`src/core/addr_buf_pkg.sv`:
```
// Shared constants and types for the address buffer and power control block
// Overview of operation
// RULE_01 - Speed switch feeds mux position 0
// RULE_02 - CPU power good feeds mux position 1
// RULE_03 - Keyboard local request feeds mux position 2
// RULE_04 - Spare inputs feed positions 4, 6, 7
// RULE_05 - Select lines choose the mux output
// RULE_06 - Select n picks n; 3, 5 low
// RULE_07 - After power-up, strap pin outputs watchdog strobe
// RULE_08 - During power-up, strap pin selects switch type
// RULE_09 - Board straps low momentary, high lid
// RULE_10 - Base pin later drives register chip select
// RULE_11 - Base pin sampled at reset: 3.3V
// RULE_12 - Port pin later drives port Z select
// RULE_13 - Port pin sampled at reset: 5V
// RULE_14 - Board never straps both supply pins low
// RULE_15 - Straps captured at release, held, then outputs
// RULE_16 - Control register bits appear on pins
// RULE_17 - No pin for oscillator bit 0
// RULE_18 - Panel enable follows control bit 1
// RULE_19 - Drive reset gated by bit 12
// RULE_20 - Drive reset released while bit 12 set
// RULE_21 - Low strobe loads 0:7, high loads 8:15
// RULE_22 - Loaded byte comes from RAM address bus
// RULE_23 - CPU address pins are inputs while master
// RULE_24 - Latched address drives early and system lines
// RULE_25 - Master high drives SBHE and SA1-16
// RULE_26 - SA17-19 always driven onto the bus
package addr_buf_pkg;

  // Control register layout
  localparam int          PCR_WIDTH      = 16;
  localparam int          PCR_BYTE       = 8;
  localparam int          PCR_OSCILLATOR_BIT = 0;
  localparam int          PCR_PANEL_BIT  = 1;
  localparam int          PCR_DRIVE_BIT  = 12;
  localparam logic [15:0] PCR_RESET_VAL  = 16'h0000;

  // Mux positions
  localparam int          MUX_INPUTS     = 8;
  localparam int          MUX_SEL_WIDTH  = 3;
  localparam int          MUX_POS_SPEED  = 0;
  localparam int          MUX_POS_PGOOD  = 1;
  localparam int          MUX_POS_LOCAL  = 2;
  localparam int          MUX_POS_NONE_A = 3;
  localparam int          MUX_POS_SPARE_A = 4;
  localparam int          MUX_POS_NONE_B = 5;
  localparam int          MUX_POS_SPARE_B = 6;
  localparam int          MUX_POS_SPARE_C = 7;

  // Watchdog strobe timing
  localparam int          CLK_FREQ_HZ    = 10_000_000;
  localparam int          WD_PERIOD_MS   = 120;
  localparam int          WD_CYCLES      = WD_PERIOD_MS * (CLK_FREQ_HZ / 1000);

  // Address bus widths
  localparam int          ADDR_MSB       = 23;
  localparam int          SA_LO_MSB      = 16;

  // Strap phase of the shared pins
  typedef enum logic [1:0] {
    PH_RESET = 2'b00,
    PH_RUN   = 2'b01
  } phase_e;

  // Straps captured as reset goes away
  typedef struct packed {
    logic lid_switch;
    logic base_strap;
    logic port_strap;
  } strap_s;

  // CPU address as held by the ALE latch; bit 20 is carried but unused
  typedef struct packed {
    logic        bhe;
    logic [23:1] a;
  } addr_s;

endpackage

```
`src/core/pm_input_mux.sv`:
```
// Power management input multiplexer with registered output
module pm_input_mux #(
  parameter int N_IN  = addr_buf_pkg::MUX_INPUTS,
  parameter int SEL_W = addr_buf_pkg::MUX_SEL_WIDTH
) (
  input  wire logic             core_clk,
  input  wire logic             rst,
  input  wire logic [N_IN-1:0]  sources,
  input  wire logic [SEL_W-1:0] select,
  output logic                  mux_out
);

  logic mux_ff;
  logic nxt_mux;

  // Select value n picks position n
  always_comb begin
    nxt_mux = sources[select]; // RULE_05
  end

  always_ff @(posedge core_clk) begin
    if (rst) begin
      mux_ff <= 1'b0;
    end else begin
      mux_ff <= nxt_mux;
    end
  end

  assign mux_out = mux_ff;

endmodule

```
`src/core/power_ctrl_reg.sv`:
```
// Sixteen-bit power control register loaded a byte per strobe
module power_ctrl_reg #(
  parameter int W = addr_buf_pkg::PCR_WIDTH,
  parameter int B = addr_buf_pkg::PCR_BYTE
) (
  input  wire logic         core_clk,
  input  wire logic         rst,
  input  wire logic         strobe_lo,
  input  wire logic         strobe_hi,
  input  wire logic [B-1:0] byte_in,
  output logic      [W-1:0] value
);

  logic [W-1:0] pcr_ff;
  logic [W-1:0] nxt_pcr;

  // Each strobe loads its own byte lane; both may fire together
  always_comb begin
    nxt_pcr = pcr_ff;
    if (strobe_lo) begin
      nxt_pcr[B-1:0] = byte_in; // RULE_21 RULE_22
    end
    if (strobe_hi) begin
      nxt_pcr[W-1:B] = byte_in; // RULE_21 RULE_22
    end
  end

  always_ff @(posedge core_clk) begin
    if (rst) begin
      pcr_ff <= addr_buf_pkg::PCR_RESET_VAL;
    end else begin
      pcr_ff <= nxt_pcr;
    end
  end

  assign value = pcr_ff;

endmodule

```
`src/core/address_buffer_power_control.sv`:
```
// Address buffer, power control register, mux and strap pins
module address_buffer_power_control #(
  parameter int WD_PERIOD_CYCLES = addr_buf_pkg::WD_CYCLES
) (
  input  wire logic        core_clk,
  input  wire logic        rst,
  // Power management mux
  input  wire logic        speed_switch_in,
  input  wire logic        cpu_power_good,
  input  wire logic        local_access_request,
  input  wire logic        pm_spare_in_a,
  input  wire logic        pm_spare_in_b,
  input  wire logic        pm_spare_in_c,
  input  wire logic [2:0]  pm_mux_select,
  output logic             pm_mux_out,
  // Power control register load
  input  wire logic        power_ctrl_write_strobe_lo,
  input  wire logic        power_ctrl_write_strobe_hi,
  input  wire logic [7:0]  ram_addr_bus_in,
  output logic [15:1]      power_ctrl_out,
  output logic             panel_enable,
  output logic             drive_power_on,
  output logic             drive_reset_out,
  output logic             drive_reset_oe_n,
  // Shared strap pins
  input  wire logic        watchdog_strobe_strap_in,
  output logic             watchdog_strobe_strap_out,
  output logic             watchdog_strobe_strap_oe_n,
  input  wire logic        base_reg_select_strap_in,
  output logic             base_reg_select_strap_out,
  output logic             base_reg_select_strap_oe_n,
  input  wire logic        readonly_port_select_strap_in,
  output logic             readonly_port_select_strap_out,
  output logic             readonly_port_select_strap_oe_n,
  input  wire logic        base_regs_cs_req_n,
  input  wire logic        port_z_cs_req_n,
  output logic             lid_switch_mode,
  output logic             all_3v3_mode,
  output logic             all_5v_mode,
  // Address buffer
  input  wire logic        master,
  input  wire logic        ale,
  input  wire logic [23:1] cpu_addr_in,
  input  wire logic        bhe_in,
  output logic [16:1]      sa_lo_out,
  output logic             sa_lo_oe_n,
  output logic             sbhe_out,
  output logic             sbhe_oe_n,
  output logic [19:17]     sa_hi_out,
  output logic [19:17]     la_lo_out,
  output logic [23:21]     la_hi_out,
  output logic             la_oe_n
);

  // ---------------- Power management input mux ----------------
  logic [addr_buf_pkg::MUX_INPUTS-1:0] mux_src;

  // Positions 3 and 5 have no source and read low
  always_comb begin
    mux_src                                = '0; // RULE_06
    mux_src[addr_buf_pkg::MUX_POS_SPEED]   = speed_switch_in; // RULE_01
    mux_src[addr_buf_pkg::MUX_POS_PGOOD]   = cpu_power_good; // RULE_02
    mux_src[addr_buf_pkg::MUX_POS_LOCAL]   = local_access_request; // RULE_03
    mux_src[addr_buf_pkg::MUX_POS_SPARE_A] = pm_spare_in_a; // RULE_04
    mux_src[addr_buf_pkg::MUX_POS_SPARE_B] = pm_spare_in_b; // RULE_04
    mux_src[addr_buf_pkg::MUX_POS_SPARE_C] = pm_spare_in_c; // RULE_04
  end

  pm_input_mux i_pm_input_mux (
    .core_clk (core_clk),
    .rst      (rst),
    .sources  (mux_src),
    .select   (pm_mux_select),
    .mux_out  (pm_mux_out)
  );

  // ---------------- Power control register ----------------
  logic [15:0] pcr;

  power_ctrl_reg i_power_ctrl_reg (
    .core_clk  (core_clk),
    .rst       (rst),
    .strobe_lo (power_ctrl_write_strobe_lo),
    .strobe_hi (power_ctrl_write_strobe_hi),
    .byte_in   (ram_addr_bus_in),
    .value     (pcr)
  );

  // Bit 0 only steers an oscillator direction fixed low, so it has no pin
  assign power_ctrl_out   = pcr[15:1]; // RULE_16 RULE_17
  assign panel_enable     = pcr[addr_buf_pkg::PCR_PANEL_BIT]; // RULE_18
  assign drive_power_on   = pcr[addr_buf_pkg::PCR_DRIVE_BIT];
  // Open drain: pulls low while the drive is unpowered, floats once powered
  assign drive_reset_out  = 1'b0; // RULE_19
  assign drive_reset_oe_n = pcr[addr_buf_pkg::PCR_DRIVE_BIT]; // RULE_20

  // ---------------- Strap capture and pin role ----------------
  addr_buf_pkg::phase_e  phase_ff;
  addr_buf_pkg::phase_e  nxt_phase;
  addr_buf_pkg::strap_s  strap_ff;
  addr_buf_pkg::strap_s  nxt_strap;

  // Pins stay inputs through reset and the first edge after it; that
  // edge takes the straps, so pull-ups have had all of reset to settle
  always_comb begin
    nxt_phase = phase_ff;
    nxt_strap = strap_ff;
    case (phase_ff)
      addr_buf_pkg::PH_RESET: begin
        nxt_strap.lid_switch = watchdog_strobe_strap_in; // RULE_08 RULE_09
        nxt_strap.base_strap = base_reg_select_strap_in; // RULE_11
        nxt_strap.port_strap = readonly_port_select_strap_in; // RULE_13
        nxt_phase            = addr_buf_pkg::PH_RUN; // RULE_15
      end
      addr_buf_pkg::PH_RUN: begin
        nxt_phase = addr_buf_pkg::PH_RUN;
      end
      default: begin
        nxt_phase = addr_buf_pkg::PH_RESET;
      end
    endcase
  end

  always_ff @(posedge core_clk) begin
    if (rst) begin
      phase_ff <= addr_buf_pkg::PH_RESET;
      strap_ff <= '1;
    end else begin
      phase_ff <= nxt_phase;
      strap_ff <= nxt_strap;
    end
  end

  logic run;
  assign run = (phase_ff == addr_buf_pkg::PH_RUN);

  // Decoded supply modes; both straps low is not a legal board setting
  assign lid_switch_mode = strap_ff.lid_switch;
  assign all_3v3_mode    = !strap_ff.base_strap && strap_ff.port_strap; // RULE_14
  assign all_5v_mode     = strap_ff.base_strap && !strap_ff.port_strap; // RULE_14

  // ---------------- Watchdog strobe ----------------
  logic [31:0] wd_cnt_ff;
  logic [31:0] nxt_wd_cnt;
  logic        wd_pulse_ff;
  logic        nxt_wd_pulse;

  // One-cycle strobe each period, counted only once straps are taken
  always_comb begin
    nxt_wd_cnt   = wd_cnt_ff;
    nxt_wd_pulse = 1'b0;
    if (run) begin
      if (wd_cnt_ff == 32'(WD_PERIOD_CYCLES - 1)) begin
        nxt_wd_cnt   = 32'h0000_0000;
        nxt_wd_pulse = 1'b1; // RULE_07
      end else begin
        nxt_wd_cnt = wd_cnt_ff + 32'h0000_0001;
      end
    end
  end

  always_ff @(posedge core_clk) begin
    if (rst) begin
      wd_cnt_ff   <= 32'h0000_0000;
      wd_pulse_ff <= 1'b0;
    end else begin
      wd_cnt_ff   <= nxt_wd_cnt;
      wd_pulse_ff <= nxt_wd_pulse;
    end
  end

  // Shared pins turn to outputs only after capture
  logic base_cs_ff;
  logic nxt_base_cs;
  logic port_cs_ff;
  logic nxt_port_cs;

  always_comb begin
    nxt_base_cs = base_regs_cs_req_n; // RULE_10
    nxt_port_cs = port_z_cs_req_n; // RULE_12
  end

  always_ff @(posedge core_clk) begin
    if (rst) begin
      base_cs_ff <= 1'b1;
      port_cs_ff <= 1'b1;
    end else begin
      base_cs_ff <= nxt_base_cs;
      port_cs_ff <= nxt_port_cs;
    end
  end

  assign watchdog_strobe_strap_out       = wd_pulse_ff;
  assign watchdog_strobe_strap_oe_n      = !run; // RULE_07 RULE_15
  assign base_reg_select_strap_out       = base_cs_ff;
  assign base_reg_select_strap_oe_n      = !run; // RULE_10 RULE_15
  assign readonly_port_select_strap_out  = port_cs_ff;
  assign readonly_port_select_strap_oe_n = !run; // RULE_12 RULE_15

  // ---------------- Address latch ----------------
  addr_buf_pkg::addr_s addr_ff;
  addr_buf_pkg::addr_s nxt_addr;

  // CPU pins are only taken as inputs while master is high
  always_comb begin
    nxt_addr = addr_ff;
    if (master && ale) begin
      nxt_addr.a   = cpu_addr_in; // RULE_23
      nxt_addr.bhe = bhe_in; // RULE_23
    end
  end

  always_ff @(posedge core_clk) begin
    if (rst) begin
      addr_ff <= '0;
    end else begin
      addr_ff <= nxt_addr;
    end
  end

  // Bus drivers; the reverse path with master low is not built here
  assign sa_lo_out  = addr_ff.a[16:1]; // RULE_24 RULE_25
  assign sbhe_out   = addr_ff.bhe; // RULE_25
  assign sa_lo_oe_n = !master; // RULE_25
  assign sbhe_oe_n  = !master; // RULE_25
  assign sa_hi_out  = addr_ff.a[19:17]; // RULE_26
  assign la_lo_out  = addr_ff.a[19:17]; // RULE_24
  assign la_hi_out  = addr_ff.a[23:21]; // RULE_24
  assign la_oe_n    = !master; // RULE_24
endmodule

```
`config.mk`:
```
export PLATFORM = sky130hd
export DESIGN_NAME = address_buffer_power_control
export DESIGN_NICKNAME = d
export VERILOG_FILES = /design/src/core/addr_buf_pkg.sv /design/src/core/pm_input_mux.sv /design/src/core/power_ctrl_reg.sv /design/src/core/address_buffer_power_control.sv
export SDC_FILE = /design/constraint.sdc
export NUM_CORES = 1
export LEC_CHECK = 0
export BUFFER_PORTS_ARGS = -buffer_cell sky130_fd_sc_hd__buf_2
export CAP_MARGIN = 20
export CELL_PAD_IN_SITES_DETAIL_PLACEMENT = 0
export CELL_PAD_IN_SITES_GLOBAL_PLACEMENT = 2
export CORE_MARGIN = 3
export CORE_UTILIZATION = 31
export DETAILED_ROUTE_END_ITERATION = 16
export GPL_TIMING_DRIVEN = 0
export PLACE_DENSITY = 0.85
export SYNTH_ARGS = -nofsm -noshare
export SYNTH_HDL_FRONTEND = slang
export SYNTH_SLANG_ARGS = --single-unit
```
`constraint.sdc`:
```
create_clock -name core_clk -period 5.39 [get_ports core_clk]
set_input_delay 1.078 -clock core_clk [delete_from_list [all_inputs] [get_ports core_clk]]
set_output_delay 1.078 -clock core_clk [all_outputs]
set_load 0.03 [all_outputs]
```
# Yosys cells after proc, flatten, opt, wreduce, memory -nomap -nowiden
# Index checks and enable logic that the tools add are counted.
[classes]
addsub = 1
order_cmp = 1
eq_ne = 2
n_mux = 5
bitwise_logic = 1
reduce_logical = 10
[op_table]
columns = ["operator", "count"]
rows = [
  ["$add 32x1->32 const B", 1],
  ["$eq 32x21->1 const B", 1],
  ["$mux 32", 1],
  ["$logic_not 1->1", 4],
  ["$lt 3x4->1 const B", 1],
  ["$reduce_or 2->1", 2],
  ["$bmux 1 s3", 1],
  ["$logic_and 1x1->1", 3],
  ["$mux 1", 3],
  ["$eq 2x1->1 const B", 1],
  ["$logic_not 2->1", 1],
  ["$not 1->1", 1],
]
[totals]
ff_bits = 81
input_bits = 52
out_inout_bits = 58
wordCells = 33

# Logic depth before layout (Yosys ltp)
# Gate-level depths: netlist of run 1.
[depth]
word_depth = 3
depth_mapped = 7
depth_no_buf = 5

# By module
# Synthesis of run 1 repeated with hierarchy kept, for this count alone.
[hier_totals]
hier_cells = 382
hier_area_um2 = 3350.7
[by_module_without_submodules]
columns = ["mod", "n_inst", "cells_each", "area_each_um2", "seq_area_each_um2"]
rows = [
  ["address_buffer_power_control", 1, 321, 2677.6, 1241.2],
  ["power_ctrl_reg", 1, 52, 579.3, 320.3],
  ["pm_input_mux", 1, 9, 93.8, 20.0],
]

# Least setup slack after synthesis of run 1
# No wires, ideal clock.
[synth_timing]
kind = "input-to-output"
start = "input port master"
end = "output port sa_lo_oe_n"
t_arrival_ns = 1.513
t_required_ns = 4.312
slack_ns = 2.799
path_stages = 2
path_buffers = 1
cell_sequence = "inv_1 buf_4"
[synth_via]
elab_chain_cells = 1
[synth_rtl]
columns = ["item", "line", "text"]
rows = [
  ["from (decl)", "address_buffer_power_control.sv:41", "input wire logic master,"],
  ["$logic_not 1->1", "address_buffer_power_control.sv:224", "assign sa_lo_oe_n = !master;"],
  ["to (decl)", "address_buffer_power_control.sv:46", "output logic sa_lo_oe_n,"],
]
# Every way passes these cells.

# Worst setup path in the final report of run 1
[layout_timing]
start = "register phase_ff[0]"
end = "output port readonly_port_select_strap_oe_n"
[layout_via]
elab_chain_cells = 2
[layout_rtl]
columns = ["item", "line", "text"]
rows = [
  ["from (decl)", "address_buffer_power_control.sv:98", "addr_buf_pkg::phase_e phase_ff;"],
  ["from (signal assigned)", "address_buffer_power_control.sv:126", "phase_ff <= addr_buf_pkg::PH_RESET;"],
  ["from (signal assigned)", "address_buffer_power_control.sv:129", "phase_ff <= nxt_phase;"],
  ["$eq 2x1->1", "address_buffer_power_control.sv:135", "assign run = (phase_ff == addr_buf_pkg::PH_RUN);"],
  ["$logic_not 1->1", "address_buffer_power_control.sv:198", "assign readonly_port_select_strap_oe_n = !run;"],
  ["to (decl)", "address_buffer_power_control.sv:34", "output logic readonly_port_select_strap_oe_n,"],
]
# Every way passes these cells.

==> results of run 1 <==
## metal layers
layer | vias up | track usage
met3 | 6 | 0.0299
met5 | - | 0
met2 | 90 | 0.247
li1 | 1581 | -
met1 | 1369 | 0.184
met4 | 0 | 0.0427
## worst reg2reg max path, delay by kind of cell, from the launching register on
| family | cells | cell delay, ps |
|---|---|---|
| buffers and inverters | 1 | 170 |
| flip-flops | 1 | 410 |
| adder cells (fa/ha/maj) | 1 | 240 |
| AND/OR/NAND/NOR | 3 | 1220 |
| AO/OA/AOI/OAI | 1 | 150 |
## how the worst max path moves through the flow
stage / slack (ps) / end / startpoint / cells past startpoint
floorplan: 2800 / sa_lo_oe_n / master / 2
global placement: 2780 / sbhe_oe_n / master / 4
detailed placement: 2760 / sbhe_oe_n / master / 4
CTS: 2530 / readonly_port_select_strap_oe_n / phase_ff[0] / 4
global route: 2480 / readonly_port_select_strap_oe_n / phase_ff[0] / 4
finish: 2600 / readonly_port_select_strap_oe_n / phase_ff[0] / 4
## cell type report
cell class | count | area (sq um)
clock inverters | 5 | 108
well taps | 136 | 170
fillers | 1110 | 6150
repair buffers | 104 | 520
multi-input cells | 267 | 1550
plain buffers | 35 | 196
inverters | 7 | 26.3
clock buffers | 11 | 131
flip-flops and latches | 78 | 1560
## power by group through the flow
| stage | Sequential (mW) | Combinational [mW] | Clock [mW] |
|---|---|---|---|
| 2_1_floorplan | 0.653 | 0.0636 | 0 |
| 3_3_place_gp | 0.621 | 0.148 | 0 |
| 3_5_place_dp | 0.622 | 0.150 | 0 |
| 4_1_cts | 0.608 | 0.150 | 0.540 |
| 5_1_grt | 0.611 | 0.161 | 0.563 |
| 6_report | 0.608 | 0.148 | 0.523 |
## sequential cells by signal, summed over array words and instances, names as in the netlist
register,cells
lid_switch_mode,1
phase_ff,1
readonly_port_select_strap_out,1
la_lo_out,3
i_pm_input_mux.mux_out,1
watchdog_strobe_strap_out,1
i_power_ctrl_reg.value,15
sbhe_out,1
sa_lo_out,16
base_reg_select_strap_out,1
la_hi_out,3
strap_ff,2
wd_cnt_ff,32
## cells by family after synthesis
logic type               count (synthesis)  synth area share
multiplexers                            20            0.0638
AO/OA/AOI/OAI                           65             0.110
adder cells (fa/ha/maj)                  1           0.00375
other                                    1           0.00112
buffers and inverters                   42            0.0668
XOR/XNOR                                11            0.0289
AND/OR/NAND/NOR                        169             0.257
flip-flops                              78             0.468
## placed cells by master (no fill, tap or decap), drive strengths merged, types with 9 or more instances in the layout
cell	instances
a21oi	42
buf	122
clkbuf	28
dfxtp	78
mux2i	19
nand2	64
nand3	12
nand4	16
nor2	30
o21ai	9
o31ai	9
or3	9
or4	14
## per-stage QoR
| step | hold slack, ps | util | total power, mW | worst slack, ps | cell area, sq um |
|---|---|---|---|---|---|
| 2_1_floorplan | 446 | - | 0.716 | 2800 | 3340 |
| 3_3_place_gp | 440 | 0.387 | 0.769 | 2780 | 4030 |
| 3_5_place_dp | 449 | 0.387 | 0.771 | 2760 | 4030 |
| 4_1_cts | 459 | 0.409 | 1.30 | 2530 | 4270 |
| 5_1_grt | 474 | 0.409 | 1.33 | 2480 | 4270 |
| 6_report | 459 | 0.409 | 1.28 | 2600 | 4270 |
==> qor.yml, run 1 <==
grt:
  grt_max_degree: 14
  antenna_found_initial: 0
  grt_pass1_vias: 2801
  grt_pass1_wl_mm: 13.8
  grt-ovfl-total: 0
  grt_use_total: 0.145
min_path:
  holdPathEnd: "sa_lo_out[11]"
  hold_path_startpoint: "sa_lo_out[11]"
  hold_path_class: "flip-flop to flip-flop"
  hold_depth: 2
job:
  max_cap_viol_count: 0
floorplanning:
  die-area_sq_um: 12000
  rows: 37
  start_util: 0.320
  ios: 110
  core_sq_um: 10400
  die_h_um: 110
  die_w_um: 110
cells_and_area:
  diodes: 0
  drive_above_1_share: 0.286
  layout.cells.non_filler: 643
  syn2layout_area_growth_pct: 27.9
  fin_nets: 555
synthesis:
  yosysMostFrequentCell: "dfxtp_1"
  yosysSeqAreaShare: 0.468
  ys_warn_count: 0
  async_flop_share: 0
  synth.top_cells.by_count: "dfxtp_1, nand2_1, a21oi_1"
  syn_area_sq_um: 3340
  syn_inst: 387
  avgSynthCellArea_sq_um: 8.62
  post-synth-top-area-cell: "dfxtp_1"
  synth_area_leaders: "dfxtp_1, nand2_1, a21oi_1"
  netlist.area_leader.share: 0.468
  synth.distinct_cells: 40
  synth_flop_cell: "dfxtp_1"
  ys_ff_latch: 78
  synth_fp_nets: 440
  synth_edf_count: 0
setup_path:
  crit_path_max_incr_delay_ps: 470
  critPathSlowestCell: "buf_1"
  critPathTopFamily: "buffers and inverters"
  cp-start-kind: "flip-flop"
  worstPathCellList: "buf_1 > inv_1 > buf_4 > buf_2"
  crit_type: "flip-flop to output port"
  r2r_setup_slack_ps: 3130
  worstSetupEndpointType: "output port"
  cp.arrival_ps: 1710
  cp_max_fo: 10
  reg2reg_depth: 6
  critPathRequiredTime_ps: 4310
  r2r-start: "wd_cnt_ff[0]"
  r2r-end: "wd_cnt_ff[22]"
  worst-path-buf-inv: 4
pwr:
  power.density_nw_per_um2: 300
  p_sw_frac: 0.250
  leakagePower_nw: 1.76
  p_int_uw: 959
  seq_power_share: 0.476
  vdd.ir_drop.worst_mv: 0.152
  power.share.clock: 0.409
  p_switching_uw: 319
  power_frac_comb: 0.115
routing:
  wl_met1_mm: 4.18
  ant_nets: 0
  route.met2.wl_mm: 4.09
  vias: 3046
  avgRoutedWirePerCell_um: 13.9
  viasPerCell: 4.74
  routed_wl_mm: 8.92
  routed.top_layer: "met4"
  dr.pass1.iters: 4
  dr_wl_met3_um: 577
  drt_iter0_drc: 142
  drc: 0
sta:
  tns_ps: 0
  worstMarginPinSlew_ps: 592
  min_period_over_period: 0.517
  drv_slew: 0
  setup_viol: 0
  slew_headroom: 0.605
  fmax_mhz: 359
  rsz0062_at_grt: "false"
  hold_viol: 0
  min_period_ps: 2790
  finClkSkew_ps: 13.1
cts:
  root_buffer: "clkbuf_8"
  cts.path.max_buffers: 2
  cts_tree: "yes"
  cts_sinks: 78
  cts_buffers: 9
  cts_resized: 0
  htree_levels: 3
  clkTransAtPathRegs_ps: 80
  clock_latency_ps: 340
  cts_hold_buf: 0
  post-cts-setup-buffer-count: 0
placed_design:
  hpwl_mm: 6.80
  place_inst: 627
  portBuffers: 104
  gp_congestion: 0.743
outcome:
  outcome: "completed"
Power figures use the tool's default switching activity.
==> run 2, diff against run 1 <==
--- a/config.mk
+++ b/config.mk
@@ -10,10 +10,10 @@
 export CELL_PAD_IN_SITES_DETAIL_PLACEMENT = 0
 export CELL_PAD_IN_SITES_GLOBAL_PLACEMENT = 2
 export CORE_MARGIN = 3
-export CORE_UTILIZATION = 31
+export CORE_UTILIZATION = 29
 export DETAILED_ROUTE_END_ITERATION = 16
 export GPL_TIMING_DRIVEN = 0
-export PLACE_DENSITY = 0.85
+export PLACE_DENSITY = 0.8
 export SYNTH_ARGS = -nofsm -noshare
 export SYNTH_HDL_FRONTEND = slang
 export SYNTH_SLANG_ARGS = --single-unit
==> constraint.sdc (replaced) <==
create_clock -name core_clk -period 2.62 [get_ports core_clk]
set_input_delay 0.524 -clock core_clk [delete_from_list [all_inputs] [get_ports core_clk]]
set_output_delay 0.524 -clock core_clk [all_outputs]
set_load 0.03 [all_outputs]
==> run 2 against run 1 <==
Core utilization fell by 2.0 points. Clock-buffer cell count rose by 1. Critical endpoint is now wd_cnt_ff[22]. Wire length rose by 3.2%. Register-to-register slack got worse by 2800 ps. First-iteration DRC count rose by 21%. Clock power rose by 120%. Highest routed layer unchanged.
==> qor.yml, run 2 (synthesis gave the netlist of run 1 again) <==
routing:
  dr.pass1.iters: 4
  avgRoutedWirePerCell_um: 14.2
  viasPerCell: 4.82
  drt_iter0_drc: 172
  drc: 0
  vias: 3117
  routed_wl_mm: 9.21
  ant_nets: 0
sta:
  slew_headroom: 0.592
  fmax_mhz: 445
  setup_viol: 0
  drv_slew: 0
  min_period_over_period: 0.857
  hold_viol: 0
  tns_ps: 0
  worstMarginPinSlew_ps: 612
  timing.hold.ws_ps: 372
  setup_slack_ps: 375
  finClkSkew_ps: 6.04
  rsz0062_at_grt: "false"
  min_period_ps: 2250
min_path:
  hold_path_class: "input port to flip-flop"
grt:
  grtUsageMet2: 0.233
  grt_pass1_wl_mm: 15.0
  grt_busiest_layer: "met2"
  grt-ovfl-total: 0
  antenna_found_initial: 0
  grt_use_total: 0.145
  grt_util_met1: 0.191
  met3_usage: 0.0390
  grt_pass1_vias: 2911
  grt_max_degree: 13
placed_design:
  portBuffers: 104
  dpl_worst_slack_ps: 353
  hpwl_mm: 6.97
  gp_congestion: 0.725
  place_inst: 631
  placed_cell_area_sq_um: 4030
cts:
  cts_resized: 0
  cts_sinks: 78
  cts_tree: "yes"
  cts.path.max_buffers: 2
  root_buffer: "clkbuf_16"
  cts_buffers: 9
  post-cts-setup-buffer-count: 0
  clkTransAtPathRegs_ps: 60
  htree_levels: 3
  clock_latency_ps: 330
  cts_hold_buf: 0
floorplanning:
  die_w_um: 113
  core_sq_um: 11000
  start_util: 0.302
  rows: 38
  die_h_um: 113
  ios: 110
  die-area_sq_um: 12800
cells_and_area:
  register_area_sq_um: 1560
  regMostFlops: "wd_cnt_ff"
  syn2layout_area_growth_pct: 28.9
  drive_above_1_share: 0.286
  multi_input_area_sq_um: 1550
  num-fill-cells: 1189
  diodes: 0
  fin_util: 0.390
  largest_reg_flops: 32
  fin_nets: 555
  mostFrequentLayoutCell: "buf_2"
  layout.cells.non_filler: 647
  fin_area_sq_um: 4300
  final_cell_mix: "buf_2, dfxtp_1, nand2_1, a21oi_1, nor2_1"
pwr:
  seq_power_share: 0.466
  power_frac_comb: 0.113
  power.density_nw_per_um2: 625
  total_power_mw: 2.69
  p_int_mw: 2.00
  power.share.clock: 0.421
  p_switching_uw: 690
  leakagePower_nw: 1.78
  vdd.ir_drop.worst_mv: 0.328
  p_sw_frac: 0.256
setup_path:
  crit_path_max_incr_delay_ps: 590
  worstPathCellList: "ha_1 > nand4_2 > or4_4 > buf_6 > or4_1 > a21oi_1"
  cp_max_fo: 10
  cp.arrival_ps: 2510
  worstSetupEndpointType: "flip-flop"
  critPathTopFamily: "simple AND/OR/NAND/NOR gates"
  critPathRequiredTime_ps: 2890
  critPathSlowestCell: "or4_4"
  cp-start-kind: "flip-flop"
  worst-path-buf-inv: 1
  crit_type: "flip-flop to flip-flop"
outcome:
  outcome: "completed"
job:
  max_cap_viol_count: 0
run 2: changes by cell type in the layout (fill, tap and decap cells not counted), sizes merged:
cell      delta
clkinv       +1
clkbuf       +1
bufinv       -3
clkinvlp     +1
run 2: power by group through the flow:
stage	sequential (mW)	combinational, mW	clock (mW)
after floorplan	1.34	0.131	0
after global placement	1.28	0.306	0
after detailed placement	1.28	0.308	0
after CTS	1.25	0.309	1.17
after global routing	1.26	0.332	1.21
final	1.25	0.305	1.13
run 2: cell type report:
cell class / count / share of cell area
clock buffer: 12 / 0.0573
inverter: 7 / 0.00611
buffer: 35 / 0.0457
timing repair buffer: 104 / 0.121
multi-input combinational: 267 / 0.361
sequential: 78 / 0.363
tap: 140 / 0.0407
clock inverter: 4 / 0.00524
run 2: final timing paths:
path                        start                              to  slack (ps)  cells after the start
setup / recovery     wd_cnt_ff[0]                   wd_cnt_ff[22]         370                      6
hold / removal    port_z_cs_req_n  readonly_port_select_strap_out         370                      2
setup reg to reg     wd_cnt_ff[0]                   wd_cnt_ff[22]         370                      6
hold reg to reg     la_hi_out[23]                   la_hi_out[23]         450                      2
run 2: worst register-to-register path: stages, from the launching register on:
cell	delay [ps]
dfxtp_1	410
ha_1	230
nand4_2	250
or4_4	590
buf_6	170
or4_1	390
a21oi_1	140
run 2: routing by layer:
metal	part of all wire	routed length, um
met1	0.46	4250
met2	0.46	4250
met3	0.065	599
met4	0.012	112
met5	0	0
